==> src/hw/ubfs_regs.vh <==
`ifndef UBFS_REGS_VH
`define UBFS_REGS_VH

// ****************************************************************************
// Local register addresses (register index; byte address is four times it)
// ****************************************************************************
`define UBFS_IDX_HOLD 3'h0
`define UBFS_IDX_DIV_HIGH 3'h1
`define UBFS_IDX_SHARED2 3'h2
`define UBFS_IDX_LINE 3'h3
`define UBFS_IDX_STATUS 3'h5
`define UBFS_IDX_FRACTION 3'h7

// ****************************************************************************
// Key values and commands
// ****************************************************************************
`define UBFS_KEY_ENHANCED 8'hBF
`define UBFS_LINE_RESET 8'h03
`define UBFS_EFR_ENH_BIT 4
`define UBFS_LINE_DLAB_BIT 7
`define UBFS_QC_ENABLE_BIT 0
`define UBFS_QC_RXRST_BIT 1
`define UBFS_QC_TXRST_BIT 2

// ****************************************************************************
// Baud generation and FIFO size
// ****************************************************************************
`define UBFS_OVERSAMPLE 5'h10
`define UBFS_FRAC_STEPS 7'h40
`define UBFS_FIFO_DEPTH 8
`define UBFS_FIFO_AW 3

`endif

==> src/hw/ubfs_uart_setup.v <==
// How it works
// Each bit lasts sixteen baud ticks.
// Fraction adds sixty-fourths to the divisor.
// Divisor high at 1, low at 0.
// Key 0xBF on line control maps enhanced reg.
// Enhanced bit 4 enables fractional divisor.
// Divisor latch bit exposes divisor and fraction.
// Fraction register sits at address 7.
// Queue control resets and enables FIFOs.
// Holding writes enter FIFO, then shift out; code drops them while the FIFO is disabled.
// Host sets divisor, format, then resets FIFOs.
// Other line values restore normal map; divisor kept.
`timescale 1ns/10ps
`default_nettype none
`include "ubfs_regs.vh"

module ubfs_uart_setup (
    input wire core_clk,
    input wire arst_n,
    input wire clk_en,
    input wire [4:0] avs_address,
    input wire avs_read,
    input wire avs_write,
    input wire [31:0] avs_writedata,
    input wire [3:0] avs_byteenable,
    output reg [31:0] avs_readdata,
    output wire avs_waitrequest,
    output reg serial_tx
);

// ****************************************************************************
// Bus slave: one wait cycle per access
// ****************************************************************************
reg ack;
wire req = (avs_read | avs_write) & clk_en;
assign avs_waitrequest = (avs_read | avs_write) & ~ack;
wire [2:0] idx = avs_address[4:2];
wire wr_go = avs_write & ack & clk_en & avs_byteenable[0];
wire [7:0] wdat = avs_writedata[7:0];

reg [7:0] div_low;
reg [7:0] div_high;
reg [7:0] div_frac;
reg [7:0] enh_ctrl;
reg [7:0] line_ctrl;
reg fifo_on;

wire key_held = (line_ctrl == `UBFS_KEY_ENHANCED);
wire dlab = line_ctrl[`UBFS_LINE_DLAB_BIT] & ~key_held;
wire frac_on = enh_ctrl[`UBFS_EFR_ENH_BIT];

// ****************************************************************************
// Address decode
// ****************************************************************************
// Decode used by both the read and the write path
function [2:0] ubfs_sel;
    input [2:0] a;
    input kh;
    input dl;
    begin
        if (kh && a == `UBFS_IDX_SHARED2) begin
            ubfs_sel = 3'h1;
        end else if ((kh || dl) && a == `UBFS_IDX_HOLD) begin
            ubfs_sel = 3'h2;
        end else if ((kh || dl) && a == `UBFS_IDX_DIV_HIGH) begin
            ubfs_sel = 3'h3;
        end else if (dl && a == `UBFS_IDX_FRACTION) begin
            ubfs_sel = 3'h4;
        end else begin
            ubfs_sel = 3'h0;
        end
    end
endfunction

wire [2:0] sel = ubfs_sel(idx, key_held, dlab);

// ****************************************************************************
// Transmit FIFO
// ****************************************************************************
reg [7:0] fifo_mem [0:`UBFS_FIFO_DEPTH-1];
reg [`UBFS_FIFO_AW:0] wr_ptr;
reg [`UBFS_FIFO_AW:0] rd_ptr;
wire fifo_empty = (wr_ptr == rd_ptr);
wire fifo_full = (wr_ptr[`UBFS_FIFO_AW] != rd_ptr[`UBFS_FIFO_AW]) &&
    (wr_ptr[`UBFS_FIFO_AW-1:0] == rd_ptr[`UBFS_FIFO_AW-1:0]);
wire hold_wr = wr_go && sel == 3'h0 && idx == `UBFS_IDX_HOLD;
wire qc_wr = wr_go && sel == 3'h0 && idx == `UBFS_IDX_SHARED2;
wire tx_reset = qc_wr && (wdat[`UBFS_QC_TXRST_BIT] || wdat[`UBFS_QC_RXRST_BIT]);
reg tx_busy;
wire tx_load = fifo_on && !fifo_empty && !tx_busy && !tx_reset;
wire push = hold_wr && fifo_on && !fifo_full && !tx_reset;

// ****************************************************************************
// Write strobes, one per register
// ****************************************************************************
wire enh_wr = wr_go && sel == 3'h1;
wire low_wr = wr_go && sel == 3'h2;
wire high_wr = wr_go && sel == 3'h3;
wire frac_wr = wr_go && sel == 3'h4;
wire line_wr = wr_go && sel == 3'h0 && idx == `UBFS_IDX_LINE;

// ****************************************************************************
// Bus handshake: acknowledge in the cycle after a request
// ****************************************************************************
always @(posedge core_clk or negedge arst_n) begin
    if (!arst_n) begin
        ack <= 1'b0;
    end else if (clk_en) begin
        ack <= req & ~ack;
    end
end

// ****************************************************************************
// Registers
// ****************************************************************************
always @(posedge core_clk or negedge arst_n) begin
    if (!arst_n) begin
        enh_ctrl <= 8'h00;
    end else if (clk_en && enh_wr) begin
        enh_ctrl <= wdat;
    end
end

always @(posedge core_clk or negedge arst_n) begin
    if (!arst_n) begin
        div_low <= 8'h00;
    end else if (clk_en && low_wr) begin
        div_low <= wdat;
    end
end

always @(posedge core_clk or negedge arst_n) begin
    if (!arst_n) begin
        div_high <= 8'h00;
    end else if (clk_en && high_wr) begin
        div_high <= wdat;
    end
end

always @(posedge core_clk or negedge arst_n) begin
    if (!arst_n) begin
        div_frac <= 8'h00;
    end else if (clk_en && frac_wr) begin
        div_frac <= {2'b00, wdat[5:0]};
    end
end

// Leaving the key value restores the normal map; divisors stay
always @(posedge core_clk or negedge arst_n) begin
    if (!arst_n) begin
        line_ctrl <= `UBFS_LINE_RESET;
    end else if (clk_en && line_wr) begin
        line_ctrl <= wdat;
    end
end

always @(posedge core_clk or negedge arst_n) begin
    if (!arst_n) begin
        fifo_on <= 1'b0;
    end else if (clk_en && qc_wr) begin
        fifo_on <= wdat[`UBFS_QC_ENABLE_BIT];
    end
end

// ****************************************************************************
// Transmit FIFO pointers
// ****************************************************************************
always @(posedge core_clk or negedge arst_n) begin
    if (!arst_n) begin
        wr_ptr <= 4'h0;
        rd_ptr <= 4'h0;
    end else if (clk_en) begin
        if (tx_reset) begin
            wr_ptr <= 4'h0;
            rd_ptr <= 4'h0;
        end else begin
            if (push) begin
                wr_ptr <= wr_ptr + 4'h1;
            end
            if (tx_load) begin
                rd_ptr <= rd_ptr + 4'h1;
            end
        end
    end
end

// ****************************************************************************
// Transmit FIFO storage
// ****************************************************************************
always @(posedge core_clk) begin
    if (clk_en && push) begin
        fifo_mem[wr_ptr[`UBFS_FIFO_AW-1:0]] <= wdat;
    end
end

// ****************************************************************************
// Read data
// ****************************************************************************
reg [7:0] next_readdata;

always @* begin
    next_readdata = 8'h00;
    case (sel)
        3'h1: begin
            next_readdata = enh_ctrl;
        end
        3'h2: begin
            next_readdata = div_low;
        end
        3'h3: begin
            next_readdata = div_high;
        end
        3'h4: begin
            next_readdata = div_frac;
        end
        default: begin
            if (idx == `UBFS_IDX_LINE) begin
                next_readdata = line_ctrl;
            end else if (idx == `UBFS_IDX_STATUS) begin
                next_readdata = {4'h0, fifo_full, fifo_on, tx_busy, fifo_empty};
            end
        end
    endcase
end

// Data stands from the wait cycle until the next read is taken
always @(posedge core_clk or negedge arst_n) begin
    if (!arst_n) begin
        avs_readdata <= 32'h0000_0000;
    end else if (clk_en && avs_read && !ack) begin
        avs_readdata <= {24'h00_0000, next_readdata};
    end
end

// ****************************************************************************
// Baud generator: divisor plus fraction/64, 16 ticks per bit
// ****************************************************************************
reg [15:0] baud_cnt;
reg [6:0] frac_acc;
wire [15:0] divisor = {div_high, div_low};
wire [6:0] frac_sum = frac_acc + {1'b0, (frac_on ? div_frac[5:0] : 6'h00)};
wire frac_carry = frac_sum >= `UBFS_FRAC_STEPS;
wire baud_tick = (divisor != 16'h0000) && (baud_cnt == 16'h0000);
reg [3:0] os_cnt;
wire bit_tick = baud_tick && os_cnt == 4'hF;

always @(posedge core_clk or negedge arst_n) begin
    if (!arst_n) begin
        baud_cnt <= 16'h0000;
    end else if (clk_en) begin
        if (divisor == 16'h0000) begin
            baud_cnt <= 16'h0000;
        end else if (baud_tick) begin
            // Fraction stretches one tick in every carry
            if (frac_carry) begin
                baud_cnt <= divisor;
            end else begin
                baud_cnt <= divisor - 16'h0001;
            end
        end else begin
            baud_cnt <= baud_cnt - 16'h0001;
        end
    end
end

// ****************************************************************************
// Fractional accumulator: sixty-fourths carried into the next tick
// ****************************************************************************
always @(posedge core_clk or negedge arst_n) begin
    if (!arst_n) begin
        frac_acc <= 7'h00;
    end else if (clk_en && baud_tick) begin
        if (frac_carry) begin
            frac_acc <= frac_sum - `UBFS_FRAC_STEPS;
        end else begin
            frac_acc <= frac_sum;
        end
    end
end

// ****************************************************************************
// Oversampling counter: sixteen ticks make one bit
// ****************************************************************************
always @(posedge core_clk or negedge arst_n) begin
    if (!arst_n) begin
        os_cnt <= 4'h0;
    end else if (clk_en) begin
        if (divisor == 16'h0000) begin
            os_cnt <= 4'h0;
        end else if (baud_tick) begin
            os_cnt <= os_cnt + 4'h1;
        end
    end
end

// ****************************************************************************
// Transmit shifter: 8N1 frame
// ****************************************************************************
reg [9:0] shift;
reg [3:0] bit_cnt;
wire frame_end = tx_busy && bit_tick && bit_cnt == 4'hA;

always @(posedge core_clk or negedge arst_n) begin
    if (!arst_n) begin
        tx_busy <= 1'b0;
        shift <= 10'h3FF;
        bit_cnt <= 4'h0;
    end else if (clk_en) begin
        if (tx_load) begin
            tx_busy <= 1'b1;
            shift <= {1'b1, fifo_mem[rd_ptr[`UBFS_FIFO_AW-1:0]], 1'b0};
            bit_cnt <= 4'h0;
        end else if (tx_busy && bit_tick) begin
            shift <= {1'b1, shift[9:1]};
            if (frame_end) begin
                tx_busy <= 1'b0;
            end else begin
                bit_cnt <= bit_cnt + 4'h1;
            end
        end
    end
end

// ****************************************************************************
// Serial output: idles high between frames
// ****************************************************************************
always @(posedge core_clk or negedge arst_n) begin
    if (!arst_n) begin
        serial_tx <= 1'b1;
    end else if (clk_en) begin
        if (frame_end) begin
            serial_tx <= 1'b1;
        end else if (tx_busy && bit_tick) begin
            serial_tx <= shift[0];
        end
    end
end

endmodule // ubfs_uart_setup
`default_nettype wire

==> config.mk <==
export PLATFORM = sky130hd
export DESIGN_NAME = ubfs_uart_setup
export DESIGN_NICKNAME = d
export VERILOG_FILES = /design/src/hw/ubfs_uart_setup.v
export VERILOG_INCLUDE_DIRS = /design/src /design/src/hw
export SDC_FILE = /design/constraint.sdc
export NUM_CORES = 1
export LEC_CHECK = 0
export ABC_AREA = 1
export BUFFER_PORTS_ARGS = -buffer_cell sky130_fd_sc_hd__buf_2
export CORE_MARGIN = 5
export CORE_UTILIZATION = 55
export CTS_CLUSTER_SIZE = 8
export DETAILED_ROUTE_END_ITERATION = 8
export PLACE_DENSITY = 0.85
export SYNTH_ARGS = -nofsm -noshare
export SYNTH_HDL_FRONTEND = slang
export SYNTH_SLANG_ARGS = --single-unit
==> constraint.sdc <==
create_clock -name core_clk -period 3.4 [get_ports core_clk]
set_clock_uncertainty 0.2 [all_clocks]
set_input_delay 0.17 -clock core_clk [delete_from_list [all_inputs] [get_ports core_clk]]
set_output_delay 0.17 -clock core_clk [all_outputs]
set_load 0.005 [all_outputs]
Word level (Yosys, flattened, before mapping)
Memories as Yosys holds them, arrays and structs flattened.
Index checks and enable logic that the tools add are counted.
{"block": "word_totals", "register_bits": 99, "latchBits": 0, "ramBits": 64, "romBits": 0, "inputBits": 46, "memories": 1}
{"block": "classes", "add_sub_neg": 8, "n_mul": 0, "div_mod_pow": 0, "magnitude_cmp": 1, "eq_ne": 16, "n_shift": 0, "mux": 30, "bitwise": 10, "reduce_logical": 59}
{"name": "fifo_mem", "words": 8, "width": 8, "rd": 1, "rd_clocked_by_memory_dff": 0, "write_ports": 1, "line": "ubfs_uart_setup.v:80", "text": "reg [7:0] fifo_mem [0:`UBFS_FIFO_DEPTH-1];"}
{"cell": "$mux W16", "n": 3}
{"cell": "$mux W4", "n": 10}
{"cell": "$logic_and A1 B1 Y1", "n": 34}
{"cell": "$logic_not A16 Y1", "n": 2}
{"cell": "$pmux W8 S4", "n": 1}
{"cell": "$sub A16 B1 Y16 const B", "n": 2}
{"cell": "$mux W10", "n": 2}
{"cell": "$add A4 B1 Y4 const B", "n": 4}
{"cell": "$reduce_bool A16 Y1", "n": 1}
{"cell": "$eq A3 B2 Y1 const B", "n": 4}
{"cell": "$mux W3", "n": 4}
{"cell": "$reduce_bool A2 Y1", "n": 6}
{"cell": "$reduce_and A2 Y1", "n": 5}
{"cell": "$eq A3 B3 Y1 const B", "n": 3}
{"cell": "$eq A4 B4 Y1 const B", "n": 2}
{"cell": "$eq A8 B8 Y1 const B", "n": 1}
{"cell": "$mux W8", "n": 1}
{"cell": "$add A7 B6 Y7", "n": 1}
{"cell": "$and A1 B1 Y1", "n": 7}
{"cell": "$ge A7 B7 Y1 const B", "n": 1}
{"cell": "$mux W1", "n": 7}
{"cell": "$mux W7", "n": 1}
{"cell": "$sub A7 B7 Y7 const B", "n": 1}
{"cell": "$eq A3 B1 Y1 const B", "n": 2}
{"cell": "11 further kinds", "n": 19}

Longest topological paths before layout
Gate-level depths: netlist of the first run.
{"block": "depth", "word_depth": 17, "depth_mapped": 16, "ltp_nobuf": 14}

Worst setup path before layout of the first run
Ideal clock, no wire load.
{"block": "synth_timing", "kind": "reg-to-reg", "start": "reg enh_ctrl[4]", "end": "reg baud_cnt[14]", "t_arrival_ns": 2.111, "required_ns": 3.084, "slack_ns": 0.973, "path_stages_with_launch": 16, "path_buffers": 3, "synth_period_minus_slack_ns": 2.427, "path_cell_list": "dfrtp_1 > clkbuf_1 > nand2_1 > inv_1 > ha_1 > fa_1 > nand3_1 > nand3_1 > nand2_1 > nand2_1 > buf_4 > buf_4 > o21ai_0 > nand2_1 > nand2_1 > nand2_1"}
{"block": "synth_via", "elab_chain_cells": 6}
{"item": "start, declared", "line": "ubfs_uart_setup.v:44", "text": "reg [7:0] enh_ctrl;"}
{"item": "start signal, assigned", "line": "ubfs_uart_setup.v:120", "text": "enh_ctrl <= wdat;"}
{"item": "$mux W6", "line": "ubfs_uart_setup.v:241", "text": "wire [6:0] frac_sum = frac_acc + {1'b0, (frac_on ? div_frac[5:0] : 6'h00)};"}
{"item": "$add A7 B6 Y7", "line": "ubfs_uart_setup.v:241"}
{"item": "$ge A7 B7 Y1 (no source line)"}
{"item": "$mux W16", "line": "ubfs_uart_setup.v:255", "text": "if (frac_carry) begin"}
{"item": "$mux W16", "line": "ubfs_uart_setup.v:253", "text": "end else if (baud_tick) begin"}
{"item": "$mux W16", "line": "ubfs_uart_setup.v:251", "text": "if (divisor == 16'h0000) begin"}
{"item": "end signal, assigned", "line": "ubfs_uart_setup.v:256", "text": "baud_cnt <= divisor;"}
{"item": "end signal, assigned", "line": "ubfs_uart_setup.v:258", "text": "baud_cnt <= divisor - 16'h0001;"}
{"item": "end signal, assigned", "line": "ubfs_uart_setup.v:261", "text": "baud_cnt <= baud_cnt - 16'h0001;"}
{"item": "end, declared", "line": "ubfs_uart_setup.v:238", "text": "reg [15:0] baud_cnt;"}
No other way between the ends.
A chain may end at the register's enable or synchronous reset.

Worst setup path after layout of the first run
{"block": "layout_timing", "start": "reg line_ctrl[0]", "end": "mem fifo_mem[2][7], enable pin"}
{"block": "layout_via", "elab_chain_cells": 17, "elab_cells_between_ends": 24, "classes_between": "1 x eq/ne; 6 x mux; 2 x bitwise; 15 x reduce/logical"}
{"item": "start, declared", "line": "ubfs_uart_setup.v:45", "text": "reg [7:0] line_ctrl;"}
{"item": "start signal, assigned", "line": "ubfs_uart_setup.v:151", "text": "line_ctrl <= `UBFS_LINE_RESET;"}
{"item": "start signal, assigned", "line": "ubfs_uart_setup.v:153", "text": "line_ctrl <= wdat;"}
{"item": "$eq A8 B8 Y1 (no source line) *"}
{"item": "$not A1 Y1", "line": "ubfs_uart_setup.v:49", "text": "wire dlab = line_ctrl[`UBFS_LINE_DLAB_BIT] & ~key_held;"}
{"item": "$and A1 B1 Y1", "line": "ubfs_uart_setup.v:49"}
{"item": "$logic_and A1 B1 Y1 (no source line) or $logic_or A1 B1 Y1 (tied branches)"}
{"item": "$mux W3 or $logic_and A1 B1 Y1 (tied branches)"}
{"item": "$mux W3", "line": "ubfs_uart_setup.v:65", "text": "end else if ((kh || dl) && a == `UBFS_IDX_DIV_HIGH) begin"}
{"item": "$mux W3", "line": "ubfs_uart_setup.v:63", "text": "end else if ((kh || dl) && a == `UBFS_IDX_HOLD) begin"}
{"item": "$mux W3 *", "line": "ubfs_uart_setup.v:61", "text": "if (kh && a == `UBFS_IDX_SHARED2) begin"}
{"item": "$logic_not A3 Y1 *", "line": "ubfs_uart_setup.v:86, ubfs_uart_setup.v:87"}
{"item": "$logic_and A1 B1 Y1 *", "line": "ubfs_uart_setup.v:86, ubfs_uart_setup.v:87"}
{"item": "$logic_and A1 B1 Y1 (no source line)"}
{"item": "$logic_and A1 B1 Y1, on equally long branches", "line": "ubfs_uart_setup.v:91, ubfs_uart_setup.v:88"}
{"item": "$logic_and A1 B1 Y1 or $logic_not A1 Y1 (tied branches)", "line": "ubfs_uart_setup.v:91", "text": "wire push = hold_wr && fifo_on && !fifo_full && !tx_reset;"}
{"item": "$logic_and A1 B1 Y1 *", "line": "ubfs_uart_setup.v:91"}
{"item": "$logic_and A1 B1 Y1 *", "line": "ubfs_uart_setup.v:191", "text": "if (clk_en && push) begin"}
{"item": "$mux W1 *", "line": "ubfs_uart_setup.v:191"}
{"item": "$mux W1 *", "line": "ubfs_uart_setup.v:192", "text": "fifo_mem[wr_ptr[`UBFS_FIFO_AW-1:0]] <= wdat;"}
{"item": "end, declared", "line": "ubfs_uart_setup.v:80"}
Mark *: on every way between the ends. The rest lies on a longest branch, timed or not.

==> impl_metrics.yaml, run 1 <==
min_path:
  worstHoldPathType: "in -> reg"
  hold_depth: 4
worst_setup_path:
  worst-path-buf-inv: 0
  r2r_cells: 8
  path_class: "reg -> reg"
  cp-end-kind: "flop"
  cp_cell_sequence: "nand2_1, nor2_2, nand2_4, a21oi_4, nand3_2, nor2_2, nand2_1, nor2_1"
  cpPeakStageDelay_ps: 620
  crit_family: "simple AND/OR/NAND/NOR gates"
  cp_max_fo: 8
  cp.arrival_ps: 2650
  cpMaxStageDelayCell: "nor2_1"
  cp_num_cells: 8
  required_ps: 3260
  start_kind: "flop"
yosys:
  yosysUniqueCellTypes: 54
  synth_seq_cells: 162
  ys.warnings.count: 0
  synth_fa_ha_area_frac: 0.0223
  synthCells: 1022
  avgSynthCellArea_um2: 8.56
  synth-simple-area-share: 0.273
  synth.yosys.seq_area_share: 0.502
  async_flop_share: 0.605
  syn-cell-area_mm2: 0.00874
  synth_compound_area_frac: 0.0853
  synth_top_flop_cell: "dfrtp_1"
  synthXorXnorAreaFrac: 0.0371
  synth_top_family_by_area: "simple AND/OR/NAND/NOR gates"
  synth_edf_count: 64
  muxShareOfSynthArea: 0
route:
  drtPass1Iterations: 5
  vias_per_cell: 5.44
  drt-wirelength-per-cell_um: 15.2
  vias: 6991
  postRouteAntennaNets: 0
  wl_met1_mm: 8.41
  wl_met3_mm: 1.50
  drt_iter0_drc: 715
  met2WireLength_mm: 9.13
  routed.top_layer: "met4"
  wl_mm: 19.6
  drcViolationCount: 0
cells_and_area:
  multi_input_comb_area_mm2: 0.00374
  final_nets: 1118
  register_area_mm2: 0.00439
  area_growth_pct: 10.8
  utilization: 0.617
  final_cells: 1286
  diodes: 0
  drive_gt1_frac: 0.121
  n_fill_cell: 1230
pwr:
  pwr_density_cell_mw_per_mm2: 637
  peakVddDrop_uv: 366
  p_leak_nw: 4.59
sta:
  tightest_slew_ps: 890
  drv_slew: 0
  fmax_mhz: 359
  fin_setup_tns_ps: 0
  hold_viol: 0
  rsz0062_at_grt: "false"
  finalSetupViolCount: 0
  slew_headroom: 0.407
  whs_ps: 79.4
  fin_ws_ps: 613
  layout_min_cycle_time_ps: 2790
  fin_crit_sh: 0.820
clock_tree:
  clkSlewWorstSetupHoldPaths_ps: 70
  clockBufferDepth: 2
  root_buffer: "clkbuf_16"
  clk_latency_ps: 430
  postCtsSetupRepairBufs: 0
  cts_buffers: 17
  cts.sinks: 162
  cts_tree: "done"
  htree_levels: 4
floorplan:
  core-area_mm2: 0.0157
  top_level_ports: 80
  start_util: 0.557
  die_w_um: 136
  row_count: 46
  dieArea_mm2: 0.0185
  die_h_um: 136
grt:
  overflow: 0
  grt_start_max_net_pins: 72
  grt_pass1_vias: 6585
  grt_use_total: 0.221
  grt_pass1_wl_mm: 32.4
  antenna_found_initial: 0
run:
  cap_violations: 0
placement:
  place_ws_ps: 674
  io_buffers: 26
  dp_hpwl_mm: 13.3
  dp.cells: 1239
  gp_congestion: 0.916
outcome:
  status: "complete, no violations"
[registers in the layout (all words and copies together), names as in the netlist]
signal / cells
bit_cnt: 4
shift: 9
div_frac: 6
frac_acc: 7
line_ctrl: 8
div_low: 8
baud_cnt: 16
fifo_mem: 64
ack: 1
wr_ptr: 4
tx_busy: 1
os_cnt: 4
div_high: 8
rd_ptr: 4
serial_tx: 1
fifo_on: 1
avs_readdata: 8
enh_ctrl: 8
[cell usage after synthesis, drive strengths merged, types with 2 or more instances]
cell / number / share of area
xnor2: 12 / 0.012
xor2: 25 / 0.025
ha: 14 / 0.020
nor3: 6 / 0.0052
o2bb2ai: 3 / 0.0030
nand3: 99 / 0.065
dfrtp: 86 / 0.25
a31oi: 3 / 0.0021
dfstp: 12 / 0.036
o22ai: 2 / 0.0014
o211ai: 7 / 0.0060
o221ai: 2 / 0.0020
a21oi: 25 / 0.017
o21ai: 77 / 0.046
nand4: 13 / 0.013
clkbuf: 15 / 0.0066
nand2: 335 / 0.15
buf: 41 / 0.035
inv: 89 / 0.038
a221oi: 2 / 0.0020
a22oi: 2 / 0.0017
nor2: 75 / 0.038
nand3b: 3 / 0.0030
edfxtp: 64 / 0.22
[per-layer routing]
metal	track usage	vias up
met4	0.0890	0
met2	0.349	315
met3	0.0418	44
met5	0	-
li1	-	3381
met1	0.303	3251
[worst paths after layout]
kind | start | to | slack (ps)
setup / recovery | line_ctrl[0]$_DFFE_PN1P_ | fifo_mem[2][7]$_DFFE_PP_ | 610
max in group asynchronous | arst_n | shift[4]$_DFFE_PN1P_ | 2000
min in group asynchronous | arst_n | bit_cnt[1]$_DFFE_PN0P_ | 200
hold reg to reg | shift[8]$_DFFE_PN1P_ | shift[8]$_DFFE_PN1P_ | 270
setup reg to reg | line_ctrl[0]$_DFFE_PN1P_ | fifo_mem[2][7]$_DFFE_PP_ | 610
hold / removal | avs_read | avs_readdata[7]$_DFFE_PN0P_ | 80
[placed cells by master (no fill, tap or decap), types with 9 or more instances in the layout]
cell	count
inv_1	83
nand4_1	11
nand3_1	86
edfxtp_1	64
a21oi_1	22
buf_4	9
nand2_1	328
clkbuf_16	17
o21ai_0	61
nand3_2	12
dfstp_2	12
xnor2_1	12
conb_1	24
xor2_1	25
dlygate4sd3_1	15
nor2_2	9
ha_1	14
o21ai_1	12
dfrtp_1	86
nor2_1	63
buf_2	25
[tightest hold or removal path, stage by stage]
cell and delay (ps):
buf_2 120, nand3_1 250, nand2_1 70, o21ai_0 60
[where the power goes]
| part | total (W) | switching, W | internal, W | leakage [nW] |
|---|---|---|---|---|
| clock | 0.00192 | 0.000847 | 0.00107 | 0.293 |
| sequential | 0.00235 | 0.000152 | 0.00219 | 1.87 |
| combinational | 0.00191 | 0.00127 | 0.000643 | 2.42 |
[kinds of logic after synthesis]
| kind of cell | count (synthesis) |
|---|---|
| AO/OA/AOI/OAI | 127 |
| adder cells (fa/ha/maj) | 15 |
| flip-flops | 162 |
| other | 1 |
| AND/OR/NAND/NOR | 534 |
| buffers and inverters | 146 |
| XOR/XNOR | 37 |
[metrics by stage]
step	power, W	area (um^2)
after floorplan	0.00380	8830
after global placement	0.00414	8930
after detailed placement	0.00420	8930
after CTS	0.00616	9690
after global routing	0.00654	9690
final	0.00618	9690
[area by class of cell]
class / instances / area share
clock buffer: 19 / 0.0457
clock inverter: 13 / 0.0169
inverter: 90 / 0.0351
multi-input combinational: 737 / 0.386
sequential: 162 / 0.453
tap: 216 / 0.0279
timing repair buffer: 49 / 0.0354
[repair_timing]
action	CTS	global route
resized for setup	0	0
endpoints found under the hold margin	141	0
hold buffers	15	0
Note: power is estimated with default switching activity, not from simulation.
==> inputs of run 2 (changes only) <==
Clock period 3.4 ns to 2.9 ns, I/O delays scaled along.
==> run 2 against run 1 <==
Effect of this change:
- flip-flop and latch count did not move
- fmax rose by 4.3%
- via count up 2.2%
- non-clock buffer count is 7 higher
- combinational power rose by 19%
- largest power group unchanged
==> impl_metrics.yaml, run 2 (synthesized netlist as in run 1, its figures left out) <==
clock_tree:
  cts_tree: "done"
  cts.sinks: 162
  htree_levels: 4
  postCtsSetupRepairBufs: 0
  hold_buffers: 14
  cts_buffers: 17
  root_buffer: "clkbuf_16"
  clockBufferDepth: 2
  clk_latency_ps: 430
  clkSlewWorstSetupHoldPaths_ps: 70
  cts_resized: 0
pwr:
  p_leak_nw: 4.63
  pwr_density_cell_mw_per_mm2: 757
  peakVddDrop_uv: 498
cells_and_area:
  drive_gt1_frac: 0.128
  final_common_cell: "nand2_1"
  final_nets: 1125
  final_cell_area_mm2: 0.00977
  diodes: 0
  area_growth_pct: 11.7
  n_fill_cell: 1201
  final_cells: 1293
  largest_register_ffs: 64
  final_cell_mix: "nand2_1 (328), nand3_1 (86), dfrtp_1 (86)"
sta:
  rsz0062_at_grt: "false"
  fin_crit_sh: 0.921
  drv_slew: 0
  whs_ps: 59.3
  finalSetupViolCount: 0
  fmax_mhz: 374
  fin_setup_tns_ps: 0
  hold_viol: 0
  slew_headroom: 0.494
  layout_min_cycle_time_ps: 2670
  tightest_slew_ps: 759
worst_setup_path:
  start_kind: "flop"
  cp-end-kind: "flop"
  cp_max_fo: 29
  r2r_cells: 13
  crit_end: "baud_cnt[4]$_DFFE_PN0P_"
  r2r-end: "baud_cnt[4]$_DFFE_PN0P_"
  rrSetupSlack_ps: 230
  required_ps: 3010
  startpoint: "enh_ctrl[4]$_DFFE_PN0P_"
  rr_startpoint: "enh_ctrl[4]$_DFFE_PN0P_"
  path_class: "reg -> reg"
  cp.arrival_ps: 2780
placement:
  gp_congestion: 0.907
  io_buffers: 26
  dp_hpwl_mm: 13.7
  dp.cells: 1247
  place_area_mm2: 0.00900
route:
  vias: 7147
  vias_per_cell: 5.53
  wl_mm: 20.8
  drt_iter0_drc: 784
  postRouteAntennaNets: 0
  drt-wirelength-per-cell_um: 16.1
  drtPass1Iterations: 6
  drcViolationCount: 0
grt:
  grt_start_max_net_pins: 60
  antenna_found_initial: 0
  grt_pass1_vias: 6836
  grt_use_total: 0.237
  grt_pass1_wl_mm: 34.5
  overflow: 0
min_path:
  worstHoldPathType: "in -> reg"
run:
  cap_violations: 0
outcome:
  status: "complete, no violations"
floorplan:
  top_level_ports: 80
  core-area_mm2: 0.0157
  die_h_um: 136
  die_w_um: 136
  row_count: 46
  start_util: 0.557
  dieArea_mm2: 0.0185
-- run 2: worst min path at each step --
stage	slack, ps	cells past startpoint	start	endpoint
after floorplan	-350	0	arst_n	ack$_DFFE_PN0P_
after global placement	60	1	arst_n	baud_cnt[12]$_DFFE_PN0P_
after detailed placement	60	1	arst_n	baud_cnt[12]$_DFFE_PN0P_
after CTS	30	4	avs_read	avs_readdata[0]$_DFFE_PN0P_
after global routing	50	5	avs_read	ack$_DFFE_PN0P_
final	60	4	avs_read	avs_readdata[0]$_DFFE_PN0P_
-- run 2: area by class of cell --
type,count,area [um^2],share of cell area
Clock inverter,15,196,0.0201
Clock buffer,17,425,0.0436
Timing Repair Buffer,56,405,0.0415
Tap cell,216,270,0.0277
Inverter,90,340,0.0348
Multi-Input combinational cell,737,3740,0.383
Sequential cell,162,4390,0.449
-- run 2: critical path, stage by stage, from the launching register on --
cell and delay (ps):
dfrtp_1 470, nand2_1 100, inv_1 50, ha_1 190, fa_1 430, nand3_1 140, nand4_1 180, nand2_1 120
buf_4 270, nand2_1 80, nand2_1 60, nand3_1 90, nand2_1 70, o21ai_0 80
-- run 2: metrics by stage --
| stage | setup WS, ps | utilization | power, W |
|---|---|---|---|
| after floorplan | 473 | - | 0.00445 |
| after global placement | 331 | 0.573 | 0.00487 |
| after detailed placement | 264 | 0.573 | 0.00493 |
| after CTS | 259 | 0.622 | 0.00736 |
| after global routing | 71.0 | 0.622 | 0.00781 |
| final | 229 | 0.622 | 0.00739 |
-- run 2: power by group --
| group | total, W | leakage [nW] | internal [W] | switching, W |
|---|---|---|---|---|
| sequential | 0.00275 | 1.87 | 0.00257 | 0.000176 |
| combinational | 0.00227 | 2.46 | 0.000757 | 0.00151 |
| clock | 0.00237 | 0.300 | 0.00138 | 0.000993 |
| total | 0.00739 | 4.63 | 0.00471 | 0.00268 |
-- run 2: routing by layer --
| layer | global-route usage | routed length [um] | vias to the layer above | part of all wire |
|---|---|---|---|---|
| li1 | - | - | 3398 | - |
| met1 | 0.321 | 8900 | 3364 | 0.43 |
| met2 | 0.373 | 9660 | 329 | 0.46 |
| met3 | 0.0463 | 1610 | 56 | 0.077 |
| met4 | 0.106 | 660 | 0 | 0.032 |
| met5 | 0 | 0 | - | 0 |
==> inputs of run 3 (changes only) <==
Settings changed: PLACE_DENSITY 0.85 to unset, PLACE_DENSITY_LB_ADDON set to 0.15.
==> run 3 against run 2 <==
Effect of this change:
- routed wire length shrank 3.2%
- clock power fell by 5%
- critical path depth did not move
- die area is the same
- first-iteration DRC count fell by 11%
- flip-flop and latch count is the same
- register-to-register slack better by 70 ps
- critical path type unchanged
- largest cell class unchanged
- highest routed layer unchanged
==> impl_metrics.yaml, run 3 (synthesized netlist as in run 1, its figures left out) <==
worst_setup_path:
  path_class: "reg -> reg"
  cpPeakStageDelay_ps: 490
  timing.critical_path.mode_cell: "nand2_1"
  cpMaxStageDelayCell: "dfrtp_1"
  required_ps: 3040
  cp_max_fo: 29
  cp.arrival_ps: 2740
  start_kind: "flop"
  cp_cell_sequence: "nand2_1, inv_1, ha_1, fa_1, nand3_1, nand4_1, nand2_1, buf_12, nand2_1, nand2_1, nand3_1, nand3_1, nand2_1"
  cp-end-kind: "flop"
clock_tree:
  cts_buffers: 17
  htree_levels: 4
  clk_latency_ps: 440
  cts.sinks: 162
  hold_buffers: 14
  postCtsSetupRepairBufs: 0
  root_buffer: "clkbuf_16"
  clockBufferDepth: 2
  cts_tree: "done"
  cts_resized: 0
  clkSlewWorstSetupHoldPaths_ps: 70
cells_and_area:
  final_common_cell: "nand2_1"
  n_fill_cell: 1352
  final_cell_area_mm2: 0.00976
  largest_register_ffs: 64
  final_cell_mix: "nand2_1 (328), nand3_1 (86), dfrtp_1 (86)"
  drive_gt1_frac: 0.130
  diodes: 0
  area_growth_pct: 11.6
  final_nets: 1129
sta:
  whs_ps: 23.9
  fin_crit_sh: 0.898
  fmax_mhz: 384
  slew_headroom: 0.393
  drv_slew: 0
  rsz0062_at_grt: "false"
  fin_ws_ps: 297
  finalSetupViolCount: 0
  tightest_slew_ps: 910
  layout_min_cycle_time_ps: 2600
  hold_viol: 0
  fin_setup_tns_ps: 0
floorplan:
  die_h_um: 136
  row_count: 46
  dieArea_mm2: 0.0185
  core-area_mm2: 0.0157
  top_level_ports: 80
  die_w_um: 136
  start_util: 0.557
grt:
  grt_pass1_wl_mm: 33.2
  grt_use_met1: 0.331
  use_met3: 0.0422
  overflow: 0
  grt_use_total: 0.230
  antenna_found_initial: 0
  grt_start_max_net_pins: 70
  grt_busiest_layer: "met2"
  use_met2: 0.356
  grt_pass1_vias: 6592
pwr:
  peakVddDrop_uv: 453
  power_w: 0.00720
  p_leak_nw: 4.64
  pwr_density_cell_mw_per_mm2: 737
route:
  postRouteAntennaNets: 0
  vias_per_cell: 5.28
  drcViolationCount: 0
  vias: 6852
  wl_mm: 20.2
  drtPass1Iterations: 5
  drt-wirelength-per-cell_um: 15.6
  drt_iter0_drc: 697
run:
  cap_violations: 0
placement:
  place_ws_ps: 313
  dp_hpwl_mm: 13.9
  io_buffers: 26
  place_area_mm2: 0.00903
  gp_congestion: 0.931
outcome:
  status: "complete, no violations"
min_path:
  worstHoldPathType: "in -> reg"
==> run 3: cell type report <==
cell class	instances	area (um^2)	area share
Timing Repair Buffer	60	435	0.0446
Sequential cell	162	4390	0.450
Clock inverter	14	155	0.0159
Inverter	90	340	0.0349
Tap cell	216	270	0.0277
Clock buffer	18	429	0.0440
Multi-Input combinational cell	737	3740	0.383
==> run 3: final timing paths <==
kind | start | end | slack (ps) | depth (start not counted)
setup / recovery | enh_ctrl[4]$_DFFE_PN0P_ | baud_cnt[6]$_DFFE_PN0P_ | 300 | 13
hold / removal | clk_en | baud_cnt[3]$_DFFE_PN0P_ | 20 | 3
setup reg to reg | enh_ctrl[4]$_DFFE_PN0P_ | baud_cnt[6]$_DFFE_PN0P_ | 300 | 13
hold reg to reg | shift[2]$_DFFE_PN1P_ | shift[2]$_DFFE_PN1P_ | 270 | 2
max in group asynchronous | arst_n | line_ctrl[1]$_DFFE_PN1P_ | 1520 | 3
min in group asynchronous | arst_n | baud_cnt[10]$_DFFE_PN0P_ | 180 | 2
==> run 3: critical path, delay by kind of cell (launching register included) <==
| kind | cells | cell delay, ps |
|---|---|---|
| and+or+nand+nor | 9 | 940 |
| buffers and inverters | 2 | 210 |
| DFF | 1 | 490 |
| adders and majority gates | 2 | 650 |
==> run 3: routing by layer <==
| metal | share of wire | vias up | wire, um |
|---|---|---|---|
| met1 | 0.46 | 3189 | 9360 |
| met2 | 0.46 | 216 | 9220 |
| met3 | 0.057 | 44 | 1160 |
| met5 | 0 | - | 0 |
| li1 | - | 3403 | - |
| met4 | 0.021 | 0 | 432 |
==> run 3: per-stage QoR <==
stage / std cells / util
floorplan: 1045 / -
global placement: 1251 / 0.575
detailed placement: 1251 / 0.575
CTS: 1297 / 0.621
global route: 1297 / 0.621
finish: 1297 / 0.621
==> run 3: power by group <==
group          internal [W]  switching (W)
clock network       0.00116        0.00108
logic              0.000757        0.00145
registers           0.00257       0.000177
total               0.00449        0.00271
